===== src/pkg/boot_mode_pkg.sv =====
// Package of constants and types for the boot-mode and program-map select block.
// What this block does
// - With secure-state 0 and map-select 0 at reset the chip boots internally in mode 0 with a 16-line external bus, no external program space and debug disabled.
// - Secure-state 0 with map-select 1 at reset is invalid and is configured exactly as if both bits were 0.
// - Secure-state 1 with map-select 1 at reset gives external boot mode 1, flash unsecured, with bus width from the width strap.
// - The secure-state bit is loaded only during reset and later security changes show only after the next reset.
// - Software writes to the secure-state bit never change the real flash security.
// - After reset software may write map-select and, if secure-state was 1 at reset, the new value changes the program map in use.
// - Writing the secure-state bit after reset has no effect on the program map.
// - The external-boot strap and the width strap are fixed at 0 in this package and cannot be changed.
// - Data flash may be read over the core read bus or the secondary read bus, never both in one cycle.
// - Program and data spaces are separate and independent, each with on-chip RAM and flash.
// - The reduced variant has no data flash and no program RAM, so accesses there reach no storage.
// - Map-select 0 picks the internal map and 1 the external map, and if secure-state was 0 at reset the bit has no effect.
// - In internal boot mode 0 the reset vector is at 04 0000 and the watchdog reset vector at 04 0002.
package boot_mode_pkg;
  localparam logic [3:0]  ADR_MODE     = 4'h0;
  localparam logic [3:0]  ADR_STATUS   = 4'h4;
  localparam logic [3:0]  ADR_ARB      = 4'h8;
  localparam int          BIT_MAP      = 0;
  localparam int          BIT_SECURE   = 1;
  localparam int          STS_UNSEC    = 0;
  localparam int          STS_EXTERNAL_BOOT_STRAP  = 1;
  localparam int          STS_MAPEXT   = 2;
  localparam int          STS_DEBUG    = 3;
  localparam int          STS_DFLASH   = 4;
  localparam int          STS_PRAM     = 5;
  localparam logic [20:0] BOOT_VEC     = 21'h04_0000;
  localparam logic [20:0] WDOG_VEC     = 21'h04_0002;
  localparam logic [20:0] EXT_BOOT_VEC = 21'h00_0000;
  localparam logic [20:0] EXT_WDOG_VEC = 21'h00_0002;
  localparam logic [4:0]  WIDTH_16     = 5'h10;
  localparam logic [4:0]  WIDTH_20     = 5'h14;
  localparam logic        STRAP_FIXED  = 1'b0;
  typedef enum logic [1:0] {PORT_NONE, PORT_CORE, PORT_SEC} flash_port_t;
endpackage


===== src/boot_mode_memory_map_select.sv =====
// Top of the reset-time operating-mode capture and program map select block.
//
// Design decisions made here: the placing of the registers and the Wishbone register port.
`timescale 1ns/100ps
`default_nettype none
module boot_mode_memory_map_select #(
  parameter bit REDUCED = 1'b0
) (
  input  wire logic        sys_clk,
  input  wire logic        reset,
  input  wire logic [3:0]  wb_adr_i,
  input  wire logic [31:0] wb_dat_i,
  input  wire logic [3:0]  wb_sel_i,
  input  wire logic        wb_we_i,
  input  wire logic        wb_cyc_i,
  input  wire logic        wb_stb_i,
  output logic [31:0]      wb_dat_o,
  output logic             wb_ack_o,
  output logic             wb_err_o,
  input  wire logic        flashSecured,
  input  wire logic        coreDfReq,
  input  wire logic        secDfReq,
  output logic             coreDfGrant,
  output logic             secDfGrant,
  output logic             mapExternal,
  output logic             externalBoot,
  output logic             debugEnable,
  output logic             extProgAllowed,
  output logic [4:0]       extAddrLines,
  output logic [20:0]      resetVector,
  output logic [20:0]      watchdogResetVector,
  output logic             dataFlashPresent,
  output logic             progRamPresent
);
  import boot_mode_pkg::*;

  // ===========================================================
  // State
  // ===========================================================
  typedef struct packed {
    logic        mapSel;
    logic        secureSw;
    logic        secureRst;
    logic        widthRst;
    logic        external_boot_strap;
    logic        ack;
    logic [31:0] rdata;
  } state_t;

  state_t st_r;
  state_t st_nxt;

  // Straps are tied low in this package; kept as signals so the
  // decode below reads the same as on a fully pinned part.
  logic externalBootStrap;
  logic extMemWidthStrap;
  logic        hit;
  logic        wrStrobe;
  flash_port_t lastPort;

  assign externalBootStrap = STRAP_FIXED;
  assign extMemWidthStrap  = STRAP_FIXED;

  assign hit      = (wb_adr_i == ADR_MODE) || (wb_adr_i == ADR_STATUS) || (wb_adr_i == ADR_ARB);
  assign wrStrobe = wb_cyc_i && wb_stb_i && wb_we_i && !st_r.ack && hit && wb_sel_i[0];

  // ===========================================================
  // Next state
  // ===========================================================
  always_comb begin
    st_nxt     = st_r;
    st_nxt.ack = 1'b0;
    if (reset) begin
      // Sampled every cycle of reset, frozen at release.
      st_nxt.secureRst = !flashSecured;
      st_nxt.secureSw  = !flashSecured;
      // Secured flash forbids external boot: 01 becomes 00.
      st_nxt.mapSel    = externalBootStrap & !flashSecured;
      st_nxt.external_boot_strap   = externalBootStrap & !flashSecured;
      st_nxt.widthRst  = extMemWidthStrap;
      st_nxt.rdata     = '0;
    end else if (wb_cyc_i && wb_stb_i && !st_r.ack) begin
      st_nxt.ack   = 1'b1;
      st_nxt.rdata = '0;
      if (wrStrobe && (wb_adr_i == ADR_MODE)) begin
        st_nxt.mapSel   = wb_dat_i[BIT_MAP];
        // Stored for readback only; security and map ignore it.
        st_nxt.secureSw = wb_dat_i[BIT_SECURE];
      end
      if (!wb_we_i) begin
        case (wb_adr_i)
          ADR_MODE: begin
            st_nxt.rdata[BIT_MAP]    = st_r.mapSel;
            st_nxt.rdata[BIT_SECURE] = st_r.secureSw;
          end
          ADR_STATUS: begin
            st_nxt.rdata[STS_UNSEC]   = st_r.secureRst;
            st_nxt.rdata[STS_EXTERNAL_BOOT_STRAP] = st_r.external_boot_strap;
            st_nxt.rdata[STS_MAPEXT]  = mapExternal;
            st_nxt.rdata[STS_DEBUG]   = debugEnable;
            st_nxt.rdata[STS_DFLASH]  = dataFlashPresent;
            st_nxt.rdata[STS_PRAM]    = progRamPresent;
          end
          ADR_ARB: begin
            st_nxt.rdata[$bits(flash_port_t)-1:0] = lastPort;
          end
          default: begin
            st_nxt.rdata = '0;
          end
        endcase
      end
    end
  end

  always_ff @(posedge sys_clk) begin
    st_r <= st_nxt;
  end

  // ===========================================================
  // Mode decode
  // ===========================================================
  // Map-select only counts when the flash was unsecured at reset.
  assign mapExternal    = st_r.mapSel & st_r.secureRst;
  assign externalBoot   = st_r.external_boot_strap;
  assign debugEnable    = st_r.secureRst;
  assign extProgAllowed = st_r.secureRst;
  assign extAddrLines   = (st_r.external_boot_strap && st_r.widthRst) ? WIDTH_20 : WIDTH_16;
  assign resetVector         = st_r.external_boot_strap ? EXT_BOOT_VEC : BOOT_VEC;
  assign watchdogResetVector = st_r.external_boot_strap ? EXT_WDOG_VEC : WDOG_VEC;

  // Program and data spaces are decoded separately; this block only
  // reports which optional stores exist.
  assign dataFlashPresent = !REDUCED;
  assign progRamPresent   = !REDUCED;

  // ===========================================================
  // Bus answer
  // ===========================================================
  assign wb_ack_o = st_r.ack;
  assign wb_err_o = 1'b0;
  assign wb_dat_o = st_r.rdata;

  dflash_read_arbiter u_arb (
    .sys_clk   (sys_clk),
    .reset     (reset),
    .present   (dataFlashPresent),
    .coreReq   (coreDfReq),
    .secReq    (secDfReq),
    .coreGrant (coreDfGrant),
    .secGrant  (secDfGrant),
    .lastPort  (lastPort)
  );
endmodule
`default_nettype wire


===== src/dflash_read_arbiter.sv =====
// Data flash read arbiter between the core and secondary read buses.
`timescale 1ns/100ps
`default_nettype none
module dflash_read_arbiter (
  input  wire logic                       sys_clk,
  input  wire logic                       reset,
  input  wire logic                       present,
  input  wire logic                       coreReq,
  input  wire logic                       secReq,
  output logic                            coreGrant,
  output logic                            secGrant,
  output boot_mode_pkg::flash_port_t      lastPort
);
  import boot_mode_pkg::*;

  typedef struct packed {
    logic        preferSec;
    flash_port_t last;
  } arb_t;

  arb_t arb_r;
  arb_t arb_nxt;

  // Alternating priority keeps either bus from starving the other.
  always_comb begin
    arb_nxt   = arb_r;
    coreGrant = 1'b0;
    secGrant  = 1'b0;
    if (present) begin
      if (coreReq && (!secReq || !arb_r.preferSec)) begin
        coreGrant = 1'b1;
      end else if (secReq) begin
        secGrant = 1'b1;
      end
    end
    if (coreGrant) begin
      arb_nxt.preferSec = 1'b1;
      arb_nxt.last      = PORT_CORE;
    end else if (secGrant) begin
      arb_nxt.preferSec = 1'b0;
      arb_nxt.last      = PORT_SEC;
    end
  end

  always_ff @(posedge sys_clk) begin
    if (reset) begin
      arb_r <= '{preferSec: 1'b0, last: PORT_NONE};
    end else begin
      arb_r <= arb_nxt;
    end
  end

  assign lastPort = arb_r.last;
endmodule
`default_nettype wire


===== config.mk =====
export PLATFORM = sky130hd
export DESIGN_NAME = boot_mode_memory_map_select
export DESIGN_NICKNAME = d
export VERILOG_FILES = /design/src/pkg/boot_mode_pkg.sv /design/src/boot_mode_memory_map_select.sv /design/src/dflash_read_arbiter.sv
export SDC_FILE = /design/constraint.sdc
export NUM_CORES = 1
export LEC_CHECK = 0
export ABC_AREA = 1
export ABC_CLOCK_PERIOD_IN_PS = 2800
export BUFFER_PORTS_ARGS = -buffer_cell sky130_fd_sc_hd__buf_2
export CAP_MARGIN = 20
export CORE_ASPECT_RATIO = 0.75
export CORE_MARGIN = 2
export CORE_UTILIZATION = 37
export DETAILED_ROUTE_END_ITERATION = 6
export GPL_TIMING_DRIVEN = 0
export HOLD_SLACK_MARGIN = 0.05
export PLACE_DENSITY = 0.95
export SETUP_SLACK_MARGIN = 0.3
export SLEW_MARGIN = 10
export SYNTH_ARGS = -nofsm -noshare
export SYNTH_HDL_FRONTEND = slang
export SYNTH_SLANG_ARGS = --single-unit
export TNS_END_PERCENT = 100

===== constraint.sdc =====
create_clock -name sys_clk -period 2.8 [get_ports sys_clk]
set_input_delay 0 -clock sys_clk [delete_from_list [all_inputs] [get_ports sys_clk]]
set_output_delay 0 -clock sys_clk [all_outputs]
set_load 0.01 [all_outputs]

==> out/metrics.yaml, run 1 <==
timing:
  setup_viol: 0
  tns_ps: 0
  post-route-period-util_pct: 42.4
  max_freq_mhz: 843
  layout_min_cycle_time_ps: 1190
  rsz0062_at_grt: "false"
  drv_slew: 0
  finalClockSkew_ps: 3.68
  timing.final.hold_violations: 0
  hold_slack_ps: 54.4
worst_setup_path:
  critPathCaptureType: "flip-flop"
  crit_type: "flip-flop to flip-flop"
  worstPathArrival_ps: 1150
  r2r_cells: 4
  r2r_slack_ps: 1610
  crit_fanout: 10
  crit-reg2reg-launch: "wb_ack_o$_SDFF_PP0_"
  crit_start: "wb_ack_o$_SDFF_PP0_"
  r2r_end: "st_r[36]$_DFFE_PP_"
  start_kind: "flip-flop"
  cp.required_ps: 2760
clock_tree:
  cts_root_buffer: "clkbuf_8"
  cts_sinks: 11
  insertion_delay_ps: 240
  cts_made_buffers: 3
  cts_tree: "built"
  htree_levels: 1
  clk_path_buf_depth: 2
  clk_pin_slew_worst_paths_ps: 50
global_routing:
  grt_pass1_vias: 877
  track_usage_pct: 11.8
  met3_usage_pct: 2.62
  grt_pass1_wl_mm: 3.46
  grtUsageMet1_pct: 9.55
  antenna_found_initial: 0
  grt_max_degree: 11
  gr-max-usage-layer: "met2"
  use_met2_pct: 28.1
  grt_overflow: 0
pwr:
  p_per_area_mw_per_mm2: 292
  ir_drop_uv: 180
  p_total_uw: 515
  leakagePower_uw: 0.00113
synthesis:
  yosysWarnings: 0
  synth_top_area_share_pct: 51.9
  synth_cell_types: 19
  ys_seq_area_share_pct: 19.8
  synth_flop_cell: "dfxtp_1"
  synth_area_leaders: "buf_4 52%, dfxtp_1 15%, edfxtp_1 4.9%"
  synth_edf_count: 2
  synth.avg_cell_area_um2: 7.33
  ys_seq_elements: 11
  synthCells: 166
  netlist_area_mm2: 0.00122
  synth_largest_area_cell: "buf_4"
  ys_async_sr_fraction_pct: 0
detailed_routing:
  wl_per_cell_um: 7.92
  drtPass1Iterations: 4
  vias_per_cell: 3.31
  drtAntennaViolNets: 0
  wl_mm: 2.48
  drc_errors: 0
  drtIter0Drc: 20
  vias: 1037
floorplanning:
  core_area_mm2: 0.00304
  dieArea_mm2: 0.00377
  fp.dieH_um: 53.7
  num_io_pins: 137
  die_w_um: 70.2
  initial_utilization_pct: 40.0
  fp-row-count: 17
final_layout:
  seqCellArea_um2: 240
  area_growth_syn_to_layout_pct: 44.9
  diodes: 0
  final_common_cell: "buf_4"
  fill_cells: 285
  nets: 324
  final_cell_mix: "84 x buf_4, 77 x conb_1, 26 x buf_2"
  multi_input_area_um2: 558
  drive_gt1_share_pct: 45.5
hold_path:
  hold_path_startpoint: "wb_dat_i[1]"
  hold_end: "st_r[36]$_DFFE_PP_"
  whs_path_depth: 3
  worstHoldPathType: "primary input to flip-flop"
placement:
  place_congestion: 0.717
  port_buffers: 26
  dp_hpwl_mm: 2.21
outcome:
  status: "finished, final reports clean"
run:
  max_cap_viol_count: 0
-- state kept, by name, indices dropped and copies added, names as in the netlist --
name	flops
wb_dat_o	5
wb_ack_o	1
u_arb.arb_r	1
debugEnable	1
u_arb.lastPort	1
st_r	2
-- per-layer routing --
metal / vias up / part of all wire, %
met1: 426 / 30
met3: 6 / 6.1
li1: 563 / -
met4: 0 / 2.7
met2: 42 / 61
met5: - / 0
-- timing repair --
action / 4_1_cts / 5_1_grt
hold endpoints to repair: 4 / 0
resized for setup: 0 / 0
setup buffers: 0 / 0
hold buffers: 4 / 0
-- cell families after synthesis --
logic type             synth area share (%)
other                                 0.618
DFF                                    19.8
buffers and inverters                  57.5
AOI/OAI and AO/OA                      3.29
and+or+nand+nor                        18.8
-- worst max-delay path, stage by stage (launching register included) --
cell and delay [ps]:
dfxtp_1 310, inv_1 90, nand3_4 140, nor3_2 230, or2_2 150
-- cell usage after synthesis, drive strengths merged, types with 2 or more instances --
| library cell | n |
|---|---|
| buf | 84 |
| conb | 2 |
| nand3 | 9 |
| nor3 | 2 |
| edfxtp | 2 |
| inv | 17 |
| nand2 | 15 |
| nand4 | 2 |
| dfxtp | 9 |
| nor2 | 13 |
| o21ai | 3 |
| a21oi | 5 |
-- through the flow --
| stage | cell area, um^2 | setup slack, ps | util [%] | cells |
|---|---|---|---|---|
| floorplan | 1500 | 1690 | - | 241 |
| global placement | 1680 | 1690 | 55.1 | 305 |
| detailed placement | 1680 | 1610 | 55.1 | 305 |
| CTS | 1760 | 1600 | 57.9 | 313 |
| global route | 1760 | 1570 | 57.9 | 313 |
| finish | 1760 | 1610 | 57.9 | 313 |
-- how the worst max path moves through the flow --
stage,endpoint,slack [ps],cells after the start
2_1_floorplan,st_r[36]$_DFFE_PP_,1690,4
3_3_place_gp,st_r[36]$_DFFE_PP_,1690,4
3_5_place_dp,st_r[36]$_DFFE_PP_,1610,4
4_1_cts,st_r[36]$_DFFE_PP_,1600,4
5_1_grt,st_r[36]$_DFFE_PP_,1570,4
6_report,st_r[36]$_DFFE_PP_,1610,4
-- power breakdown --
group	leakage (uW)	internal, uW	switching (uW)
logic	0.00101	93.7	94.4
registers	0.0000928	167	3.76
clock network	0.0000255	97.6	58.7
-- area by class of cell --
class / count / share of cell area [%]
plain buffers: 85 / 36.1
clock buffers: 3 / 2.34
clock inverters: 1 / 0.284
inverters: 17 / 3.62
multi-input cells: 128 / 31.7
flip-flops and latches: 11 / 13.6
well taps: 38 / 2.70
repair buffers: 30 / 9.66
No activity file was read; power rests on OpenSTA's default activity.
==> run 2, diff against run 1 <==
ABC_CLOCK_PERIOD_IN_PS = 1100   (was 2800)
CORE_UTILIZATION = 34   (was 37)
PLACE_DENSITY = 0.89   (was 0.95)
clock period = 1.1 ns   (was 2.8 ns; I/O delays follow)
==> out/metrics.yaml, run 2 (same netlist as run 1, synthesis figures left out) <==
clock_tree:
  cts_sinks: 11  # unchanged
  clk_pin_slew_worst_paths_ps: 50  # about the same
  insertion_delay_ps: 240  # about the same
  cts_root_buffer: "clkbuf_8"  # unchanged
  cts_made_buffers: 3  # unchanged
  cts_tree: "built"  # unchanged
  htree_levels: 1  # unchanged
  clk_path_buf_depth: 2  # unchanged
global_routing:
  gr-max-usage-layer: "met2"  # unchanged
  use_met2_pct: 24.1  # was 28.1%
  grt_max_degree: 9  # was 11
  grt_pass1_wl_mm: 3.89  # was 3.46 mm
  met3_usage_pct: 3.99  # was 2.62%
  track_usage_pct: 12.3  # was 11.8%
  grtUsageMet1_pct: 10.9  # was 9.55%
  antenna_found_initial: 0  # unchanged
  grt_overflow: 0  # unchanged
  grt_pass1_vias: 937  # was 877
worst_setup_path:
  cp_cell_sequence: "inv_2 -> nand3_4 -> nor3_4 -> or2_4"  # was inv_1 -> nand3_4 -> nor3_2 -> or2_2
  crit_type: "flip-flop to flip-flop"  # unchanged
  cp.required_ps: 1070  # was 2760 ps
  crit_fanout: 3  # was 10
  cp_top_family: "simple AND/OR/NAND/NOR gates"  # unchanged
  worstPathArrival_ps: 990  # was 1150 ps
  start_kind: "flip-flop"  # unchanged
  crit_buf_inv: 1  # unchanged
  critPathCaptureType: "flip-flop"  # unchanged
  cpMaxStageDelayCell: "dfxtp_2"  # was dfxtp_1
  critPathMaxStageDelay_ps: 320  # was 310 ps
timing:
  setup_viol: 0  # unchanged
  max_freq_mhz: 979  # was 843 MHz
  rsz0062_at_grt: "true"  # was false
  tns_ps: 0  # unchanged
  timing.final.hold_violations: 0  # unchanged
  layout_min_cycle_time_ps: 1020  # was 1190 ps
  finalClockSkew_ps: 5.52  # was 3.68 ps
  drv_slew: 0  # unchanged
  post-route-period-util_pct: 92.9  # was 42.4%
outcome:
  status: "finished, final reports clean"  # unchanged
run:
  max_cap_viol_count: 0  # unchanged
pwr:
  ir_drop_uv: 395  # was 180 uV
  p_total_uw: 1370  # was 515 uW
  leakagePower_uw: 0.00119  # was 0.00113 uW
  p_per_area_mw_per_mm2: 704  # was 292 mW/mm^2
final_layout:
  drive_gt1_share_pct: 51.8  # was 45.5%
  diodes: 0  # unchanged
  nets: 331  # was 324
  final_common_cell: "buf_4"  # unchanged
  final_cell_mix: "83 x buf_4, 77 x conb_1, 18 x buf_2"  # was 84 x buf_4, 77 x conb_1, 26 x buf_2
  largest_reg_flops: 5  # unchanged
  area_growth_syn_to_layout_pct: 60.0  # was 44.9%
  utilization_pct: 58.0  # was 57.9%
  fill_cells: 301  # was 285
detailed_routing:
  drtPass1Iterations: 4  # unchanged
  vias_per_cell: 3.21  # was 3.31
  drtAntennaViolNets: 0  # unchanged
  wl_mm: 2.50  # was 2.48 mm
  wl_per_cell_um: 7.75  # was 7.92 um
  vias: 1033  # was 1037
  drtIter0Drc: 47  # was 20
  drc_errors: 0  # unchanged
floorplanning:
  fp-row-count: 18  # was 17
  core_area_mm2: 0.00336  # was 0.00304 mm^2
  die_w_um: 73.1  # was 70.2 um
  num_io_pins: 137  # unchanged
  dieArea_mm2: 0.00408  # was 0.00377 mm^2
  fp.dieH_um: 55.8  # was 53.7 um
  initial_utilization_pct: 36.2  # was 40.0%
hold_path:
  worstHoldPathType: "primary input to flip-flop"  # unchanged
placement:
  dp_hpwl_mm: 2.10  # was 2.21 mm
  place_congestion: 0.770  # was 0.717
  port_buffers: 26  # unchanged
run 2: cell types whose count changed in the layout (fill, tap and decap cells not counted), sizes merged:
cell  delta
buf      +7
run 2: final cells by class:
cell class	instances	area (um^2)	area share, %
Clock buffer	3	41.3	2.12
Multi-Input combinational cell	128	588	30.2
Inverter	17	66.3	3.41
Buffer	85	658	33.8
Tap cell	40	50.0	2.57
Timing Repair Buffer	37	289	14.9
Clock inverter	1	5.00	0.257
Sequential cell	11	248	12.7
run 2: where the power goes:
group,switching [uW],internal [uW],total [uW]
clock network,157,249,406
registers,10.2,425,436
logic,253,274,527
total,421,948,1370
run 2: worst paths after layout:
check / startpoint / to / slack [ps] / depth (start not counted)
hold reg to reg: wb_dat_o[1]$_SDFFE_PP0P_ / wb_dat_o[1]$_SDFFE_PP0P_ / 470 / 2
setup / recovery: wb_ack_o$_SDFF_PP0_ / st_r[36]$_DFFE_PP_ / 80 / 4
hold / removal: secDfReq / u_arb.lastPort[1]$_SDFFE_PP0P_ / 60 / 3
setup reg to reg: wb_ack_o$_SDFF_PP0_ / st_r[36]$_DFFE_PP_ / 80 / 4
run 2: per-layer routing:
metal	part of all wire, %	vias to the layer above	wire [um]
met2	60	39	1510
met4	0	0	0
met1	34	416	840
li1	-	578	-
met5	0	-	0
met3	5.9	0	148
run 2: repair_timing:
| action | in CTS | in global routing |
|---|---|---|
| pin swaps | 8 | 5 |
| endpoints found under the hold margin | 4 | 0 |
| hold buffers | 4 | 0 |
| resized for setup | 22 | 10 |
| setup buffers | 6 | 1 |
| setup endpoints to repair | 15 | 20 |
run 2: stage by stage:
step / area [um^2] / hold slack (ps) / instances / setup slack, ps
6_report: 1950 / 58.1 / 322 / 78.5
5_1_grt: 1950 / 77.3 / 322 / 38.3
4_1_cts: 1910 / 53.9 / 321 / 93.7
3_5_place_dp: 1680 / 220 / 307 / 8.86
3_3_place_gp: 1680 / 212 / 307 / 28.4
2_1_floorplan: 1500 / 87.1 / 241 / 53.3
run 2: worst register-to-register path: cells and delay by family (launching register included):
family                 cells  cell delay (ps)
buffers and inverters      1               60
flip-flops                 1              320
AND/OR/NAND/NOR            3              380
